`src/csb_pkg.sv`:
```
package csb_pkg;
  // ***********************************************
  // register map (byte addresses on the bus)
  // ***********************************************
  localparam logic [7:0]  CSB_CS1_START_OFS = 8'h00;
  localparam logic [7:0]  CSB_CS2_START_OFS = 8'h04;
  localparam logic [7:0]  CSB_STATUS_OFS    = 8'h08;

  // ***********************************************
  // field layout and reset values
  // ***********************************************
  localparam int          CSB_HI_MSB        = 15;
  localparam int          CSB_HI_LSB        = 7;
  localparam int          CSB_B11_POS       = 3;
  localparam logic [15:0] CSB_IMPL_MASK     = 16'hff88;
  localparam logic [15:0] CSB_CS1_RESET     = 16'h0080;
  localparam logic [15:0] CSB_CS2_RESET     = 16'h0880;
  localparam logic [23:0] CSB_ADDR_TOP      = 24'hffffff;

  // ***********************************************
  // bus encodings
  // ***********************************************
  localparam logic [1:0]  CSB_HTRANS_NONSEQ = 2'h2;
  localparam logic [1:0]  CSB_HTRANS_SEQ    = 2'h3;

  // register image to 24-bit region start address
  function automatic logic [23:0] csb_start_addr(input logic [15:0] r);
    csb_start_addr = {r[15:7], 3'h0, r[3], 11'h000};
  endfunction : csb_start_addr
endpackage : csb_pkg

```
`src/csb_region_cmp.sv`:
```
`timescale 1ns/10ps
module csb_region_cmp
  import csb_pkg::*;
(
  input  wire logic [23:0] addr_i,   // current bus address
  input  wire logic [23:0] start_i,  // region start
  input  wire logic [23:0] last_i,   // region last address
  output logic             hit_o     // address inside region
);
  assign hit_o = (addr_i >= start_i) && (addr_i <= last_i);
endmodule : csb_region_cmp

```
`src/csb_top.sv`:
```
// Contract
// - bits 15..7 hold start address bits 23..15 of the region, read and write.
// - bit 3 holds start address bit 11, giving a finer start boundary.
// - bits 6..4 and 2..0 read as zero and ignore writes.
// - after reset region one start is 0080h and region two start is 0880h.
// - a whole-register write of zero to region two start makes region one end at FFFFFFh.
// - a zero write to region one start only stores zero.
`timescale 1ns/10ps
module csb_top
  import csb_pkg::*;
(
  input  wire logic        clk_i,        // 20 MHz system clock
  input  wire logic        nrst_i,       // async reset, active low
  input  wire logic        hsel_i,       // slave select
  input  wire logic [31:0] haddr_i,      // address
  input  wire logic [1:0]  htrans_i,     // transfer type
  input  wire logic        hwrite_i,     // write not read
  input  wire logic [2:0]  hsize_i,      // transfer size
  input  wire logic        hready_i,     // bus ready
  input  wire logic [31:0] hwdata_i,     // write data
  output logic [31:0]      hrdata_o,     // read data
  output logic             hreadyout_o,  // slave ready
  output logic             hresp_o,      // response, always okay
  input  wire logic [23:0] bus_addr_i,   // current port address
  input  wire logic        bus_active_i, // port cycle in progress
  output logic             cs1_active_o, // region one selected
  output logic             cs2_active_o, // region two selected
  output logic             cs1_extended_o // region one runs to top
);

  // ***********************************************
  // registers
  // ***********************************************
  logic [15:0] chip_select_one_region_start;
  logic [15:0] chip_select_two_region_start;
  logic        extended;
  logic        ph_wr;
  logic        ph_rd;
  logic [7:0]  ph_ofs;
  logic        take;
  logic [15:0] wdat;
  logic [23:0] cs1_start;
  logic [23:0] cs2_start;
  logic [23:0] cs1_last;
  logic        hit1;
  logic        hit2;
  logic [31:0] next_rdata;
  logic [15:0] next_cs1_start;
  logic [15:0] next_cs2_start;
  logic        next_extended;
  logic [2:0]  wr_sel;
  logic [2:0]  rd_sel;
  logic        cs1_open;

  // ***********************************************
  // offset decode
  // ***********************************************
  // one-hot select: bit 0 region one, bit 1 region two, bit 2 status
  function automatic logic [2:0] decode_ofs(input logic [7:0] ofs);
    if (ofs == CSB_CS1_START_OFS) begin
      decode_ofs = 3'h1;
    end else if (ofs == CSB_CS2_START_OFS) begin
      decode_ofs = 3'h2;
    end else if (ofs == CSB_STATUS_OFS) begin
      decode_ofs = 3'h4;
    end else begin
      decode_ofs = 3'h0;
    end
  endfunction : decode_ofs

  assign wr_sel = ph_wr ? decode_ofs(ph_ofs) : 3'h0;
  assign rd_sel = decode_ofs(haddr_i[7:0]);

  assign take = hsel_i && hready_i && (htrans_i == CSB_HTRANS_NONSEQ || htrans_i == CSB_HTRANS_SEQ);
  assign wdat = hwdata_i[15:0] & CSB_IMPL_MASK;

  // ***********************************************
  // bus address phase capture
  // ***********************************************
  always_ff @(posedge clk_i or negedge nrst_i) begin
    if (!nrst_i) begin
      ph_wr  <= 1'b0;
      ph_rd  <= 1'b0;
      ph_ofs <= 8'h00;
    end else begin
      ph_wr  <= take && hwrite_i;
      ph_rd  <= take && !hwrite_i;
      ph_ofs <= haddr_i[7:0];
    end
  end

  // zero-wait slave: every data phase completes in one cycle
  always_ff @(posedge clk_i or negedge nrst_i) begin
    if (!nrst_i) begin
      hreadyout_o <= 1'b0;
      hresp_o     <= 1'b0;
    end else begin
      hreadyout_o <= 1'b1;
      hresp_o     <= 1'b0;
    end
  end

  // ***********************************************
  // region start registers
  // ***********************************************
  // write data lands at the end of the data phase
  always_comb begin
    next_cs1_start = chip_select_one_region_start;
    next_cs2_start = chip_select_two_region_start;
    next_extended  = extended;
    if (wr_sel[0]) begin
      next_cs1_start = wdat;
    end
    if (wr_sel[1]) begin
      next_cs2_start = wdat;
      // unimplemented bits count too: only a write of all zeros arms it
      next_extended  = (hwdata_i[15:0] == 16'h0000);
    end
  end

  always_ff @(posedge clk_i or negedge nrst_i) begin
    if (!nrst_i) begin
      chip_select_one_region_start <= CSB_CS1_RESET;
    end else begin
      chip_select_one_region_start <= next_cs1_start;
    end
  end

  always_ff @(posedge clk_i or negedge nrst_i) begin
    if (!nrst_i) begin
      chip_select_two_region_start <= CSB_CS2_RESET;
    end else begin
      chip_select_two_region_start <= next_cs2_start;
    end
  end

  // ***********************************************
  // extension flag
  // ***********************************************
  // a zero write to region one has no such effect
  always_ff @(posedge clk_i or negedge nrst_i) begin
    if (!nrst_i) begin
      extended <= 1'b0;
    end else begin
      extended <= next_extended;
    end
  end

  // read data registered at the address phase so hrdata is a flop;
  // next values forward a write still in its data phase
  always_comb begin
    next_rdata = 32'h0000_0000;
    if (rd_sel[0]) begin
      next_rdata = {16'h0000, next_cs1_start};
    end else if (rd_sel[1]) begin
      next_rdata = {16'h0000, next_cs2_start};
    end else if (rd_sel[2]) begin
      next_rdata = {29'h0, next_extended, cs2_active_o, cs1_active_o};
    end
  end

  always_ff @(posedge clk_i or negedge nrst_i) begin
    if (!nrst_i) begin
      hrdata_o <= 32'h0000_0000;
    end else if (take && !hwrite_i) begin
      hrdata_o <= next_rdata;
    end
  end

  // ***********************************************
  // region decode
  // ***********************************************
  assign cs1_start = csb_start_addr(chip_select_one_region_start);
  assign cs2_start = csb_start_addr(chip_select_two_region_start);
  // below region two start; runs to top when extended
  assign cs1_last  = extended ? CSB_ADDR_TOP : (cs2_start - 24'h000001);
  // region one is empty when region two starts at zero without the extension
  assign cs1_open  = extended || (cs2_start != 24'h000000);

  csb_region_cmp u_cmp1 (
    .addr_i  (bus_addr_i),
    .start_i (cs1_start),
    .last_i  (cs1_last),
    .hit_o   (hit1)
  );

  csb_region_cmp u_cmp2 (
    .addr_i  (bus_addr_i),
    .start_i (cs2_start),
    .last_i  (CSB_ADDR_TOP),
    .hit_o   (hit2)
  );

  // ***********************************************
  // chip select outputs
  // ***********************************************
  always_ff @(posedge clk_i or negedge nrst_i) begin
    if (!nrst_i) begin
      cs1_active_o <= 1'b0;
    end else begin
      cs1_active_o <= bus_active_i && hit1 && cs1_open;
    end
  end

  // chip select two is never driven while extended
  always_ff @(posedge clk_i or negedge nrst_i) begin
    if (!nrst_i) begin
      cs2_active_o <= 1'b0;
    end else begin
      cs2_active_o <= bus_active_i && hit2 && !extended;
    end
  end

  always_ff @(posedge clk_i or negedge nrst_i) begin
    if (!nrst_i) begin
      cs1_extended_o <= 1'b0;
    end else begin
      cs1_extended_o <= extended;
    end
  end
endmodule : csb_top

```
`config.mk`:
```
export PLATFORM = sky130hd
export DESIGN_NAME = csb_top
export DESIGN_NICKNAME = d
export VERILOG_FILES = /design/src/csb_pkg.sv /design/src/csb_region_cmp.sv /design/src/csb_top.sv
export SDC_FILE = /design/constraint.sdc
export NUM_CORES = 1
export LEC_CHECK = 0
export BUFFER_PORTS_ARGS = -buffer_cell sky130_fd_sc_hd__buf_4
export CAP_MARGIN = 0
export CORE_ASPECT_RATIO = 1.1
export CORE_MARGIN = 3
export CORE_UTILIZATION = 49
export DETAILED_ROUTE_END_ITERATION = 8
export GPL_TIMING_DRIVEN = 0
export PLACE_DENSITY_LB_ADDON = 0.15
export SLEW_MARGIN = 20
export SYNTH_ARGS = -nofsm -noshare
export SYNTH_HDL_FRONTEND = slang
export SYNTH_SLANG_ARGS = --single-unit
```
`constraint.sdc`:
```
create_clock -name clk_i -period 2.6 [get_ports clk_i]
set_input_delay 0.78 -clock clk_i [delete_from_list [all_inputs] [get_ports clk_i]]
set_output_delay 0.78 -clock clk_i [all_outputs]
set_load 0.03 [all_outputs]
```
==> impl_metrics.csv <==
group,metric,value,unit
timing,finalHoldViolCount,0,
setup_path,timing.critical_path.fanout_max,4,
place,detailedPlacementHpwl,6374,um
route,drt_iter0_drc,147,
route,drt_drc_violations_left,0,
cts,cts.hold.buffers_added,0,
setup_path,critPathRequiredTime,2.83,ns
die,core_region_area,6827,um2
finish,design_area,4621,um2
cts,cts.reportedPaths.clkPinSlew,0.06,ns
finish,area_delta_synth_final,29.72,%
route,antenna_violating_nets_post_route,0,
cts,cts.sink_count,62,
cts,numCtsBuffers,9,
global_route,track_usage,0.2172,
finish,drive_gt1_frac,0.3697,
die,die_height,95.43,um
synthesis,part_of_the_yosys_area_used_for_sequential_elements,0.4366,
setup_path,crit_arrival,2.72,ns
setup_path,maximum_cell_stage_delay_along_the_critical_path,0.42,ns
die,design.portCount,136,
timing,slew_viol_final,0,
global_route,grt-ovfl-total,0,
timing,slew_headroom,0.4953,
synthesis,post_synth.cell_area_avg,10.60,um2
finish,nFillCells,538,
power_and_ir_drop,worst_ir_drop_vdd,0.3820,mV
finish,most_common_cell_after_layout_fill_and_taps_aside,"buf_4",
place,post_dp_cell_area,4280,um2
synthesis,total_standard_cell_area_after_synthesis,3562,um2
timing,worst_pin_slew,0.7571,ns
finish,net_count_reported_at_finish,578,
cts,cts.path.max_buffers,2,
die,die_w,87.30,um
synthesis,yosys_register_bits,62,
power_and_ir_drop,power_density,449.5,nW/um2
setup_path,worst_setup_ep_type,"register",
synthesis,postSynth.topFlopCell,"dfrtp_1",
timing,fin_crit_sh,0.9591,
power_and_ir_drop,power.leakage,2.277,nW
setup_path,startpoint_type,"register",
global_route,grt_pass1_wl,13910,um
synthesis,synth-edff-count,0,
timing,final.setup_skew,0.009717,ns
synthesis,syn_inst,336,
die,floorplan.die_area,8330,um2
die,floorplan.initialDensity,0.5218,
route,detail_route.first_pass.iterations,6,
min_path,hold_class,"register to register",
route,routed_wl,8519,um
setup_path,timing_worst_setup_path_type,"register to register",
timing,final_worst_path_period_need,2.494,ns
synthesis,asyncSetResetFlopFracSynth,1.000,
setup_path,critical_path.cell_chain,"or3_4, nor2_4, buf_6, nand2_2, xnor2_2, nor2_1, ha_2, a21o_1, a21oi_2, nor2b_2, a311oi_2, nor4_2",
timing,setup_viol,0,
die,core.rowCount,31,
synthesis,synthesis_warnings,0,
finish,most-common-layout-cells,"98 x buf_4, 58 x dfrtp_1, 33 x ha_1",
timing,tns,0,ns
global_route,antenna_found_initial,0,
timing,timing.fmax,401.0,MHz
global_route,vias_in_the_first_global_route,2868,
cts,h-tree-depth,3,
route,via_per_inst,5.411,
cts,cts_tree,"yes",
global_route,largest_net_degree_at_the_start_of_global_routing,63,
place,globalplace.congestion,0.8656,
run,max-cap-violations,0,
cts,clock_insertion_delay_worst_skew,0.33,ns
route,via_count,2873,
cts,cts-root-buf,"clkbuf_8",
synthesis,synth.lib_cells_used.distinct,51,
timing,setup_repair_after_global_routing_missed_its_margin,"yes",
finish,num_antenna_cells,0,
route,route.detailed.wl_per_inst,16.04,um
power_and_ir_drop,post-layout-total-power,2.077,mW
place,port_buffers,74,
status,outcome,"completed",
setup_path,critical_path.slowest_cell,"or3_4",
[report_power, final]
part / total (mW) / switching [mW] / internal, mW / leakage [nW]
Combinational: 0.363 / 0.193 / 0.170 / 1.38
Sequential: 1.00 / 0.0166 / 0.988 / 0.811
Clock: 0.710 / 0.340 / 0.370 / 0.0844
[cells by family (layout without fill, tap and decap cells)]
group / after synthesis / count (layout) / synth area share
AND/OR/NAND/NOR: 105 / 105 / 0.1697
flip-flops: 62 / 62 / 0.4366
XOR/XNOR: 5 / 5 / 0.01229
other: 2 / 18 / 0.002108
adder cells (fa/ha/maj): 35 / 35 / 0.1229
AO/OA/AOI/OAI: 57 / 57 / 0.1114
buffers and inverters: 49 / 146 / 0.07481
multiplexers: 21 / 21 / 0.07025
[worst paths after layout]
kind / slack, ns / start / endpoint / cells after the start
min: 0.48 / chip_select_two_region_start[4]$_DFF_PN0_ / chip_select_two_region_start[4]$_DFF_PN0_ / 1
min in group asynchronous: 0.52 / nrst_i / hreadyout_o$_DFF_PN0_ / 1
min reg2reg: 0.48 / chip_select_two_region_start[4]$_DFF_PN0_ / chip_select_two_region_start[4]$_DFF_PN0_ / 1
max reg2reg: 0.11 / chip_select_two_region_start[8]$_DFF_PN0_ / cs1_active_o$_DFF_PN0_ / 12
max in group asynchronous: 1.55 / nrst_i / chip_select_two_region_start[8]$_DFF_PN0_ / 1
max: 0.11 / chip_select_two_region_start[8]$_DFF_PN0_ / cs1_active_o$_DFF_PN0_ / 12
[critical path: cells and delay by family, from the launching register on]
| family | cells | cell delay, ns |
|---|---|---|
| xor+xnor | 1 | 0.16 |
| buf+inv | 1 | 0.11 |
| fa+ha+maj | 1 | 0.19 |
| simple gates | 6 | 1.07 |
| compound gates | 3 | 0.44 |
| flops | 1 | 0.41 |
[area by class of cell]
| cell class | count | area [um2] | area share |
|---|---|---|---|
| Multi-Input combinational cell | 241 | 1917 | 0.4148 |
| Sequential cell | 62 | 1556 | 0.3369 |
| Timing Repair Buffer | 82 | 619.3 | 0.1340 |
| Buffer | 23 | 168.9 | 0.03656 |
| Clock buffer | 14 | 152.6 | 0.03304 |
| Tap cell | 82 | 102.6 | 0.02220 |
| Inverter | 25 | 93.84 | 0.02031 |
| Clock inverter | 2 | 10.01 | 0.002166 |
[state kept, by name, summed over array words and instances (netlist names)]
| signal | flops |
|---|---|
| ph_ofs | 8 |
| hreadyout_o | 1 |
| chip_select_two_region_start | 16 |
| cs1_extended_o | 1 |
| ph_wr | 1 |
| cs2_active_o | 1 |
| cs1_active_o | 1 |
| hrdata_o | 16 |
| chip_select_one_region_start | 16 |
| extended | 1 |
[layer usage]
layer,up-vias,GRT usage,share of wire
met1,1379,0.2837,0.44
met3,9,0.03803,0.052
met5,-,0,0
met2,86,0.3606,0.50
li1,1399,-,-
met4,0,0.07928,0.012
[cell usage after synthesis (all sizes together) (2+ instances only)]
| cell type | instances | area, um2 |
|---|---|---|
| mux2 | 20 | 240.2 |
| nand2 | 14 | 52.55 |
| or4 | 2 | 18.77 |
| nor3 | 7 | 40.04 |
| clkbuf | 5 | 18.77 |
| conb | 2 | 7.510 |
| nand3 | 5 | 25.02 |
| inv | 24 | 90.09 |
| xnor2 | 4 | 35.03 |
| and4 | 3 | 26.28 |
| o41ai | 2 | 17.52 |
| a221o | 10 | 100.1 |
| nor2 | 17 | 63.81 |
| or3 | 6 | 37.54 |
| nor4 | 10 | 68.81 |
| and2 | 14 | 95.09 |
| nor2b | 14 | 87.58 |
| ha | 35 | 437.9 |
| o21ai | 13 | 65.06 |
| a22oi | 3 | 22.52 |
| a21o | 4 | 30.03 |
| dfrtp | 59 | 1476 |
| buf | 19 | 153.9 |
| nand4 | 8 | 50.05 |
| a21oi | 14 | 70.07 |
| o31a | 2 | 17.52 |
| dfstp | 3 | 78.83 |
[stage by stage]
| step | instances | setup WS, ns | utilization | hold WS [ns] |
|---|---|---|---|---|
| final | 531 | 0.1064 | 0.6769 | 0.4839 |
| after global placement | 508 | -0.2132 | 0.6270 | 0.3795 |
| after detailed placement | 508 | -0.2285 | 0.6270 | 0.3853 |
| after CTS | 530 | 0.009810 | 0.6629 | 0.4793 |
| after global routing | 531 | -0.04867 | 0.6769 | 0.4860 |
| after floorplan | 352 | 0.2449 | - | 0.3730 |
[repair_timing]
item                                    4_1_cts  5_1_grt
buffers inserted                              7        1
endpoints found under the hold margin         0        0
endpoints found under the setup margin        3        1
pin swaps                                    12       10
gates resized for setup                       9       14
gates cloned                                  0        0
Note: power is estimated with default switching activity, not from simulation.
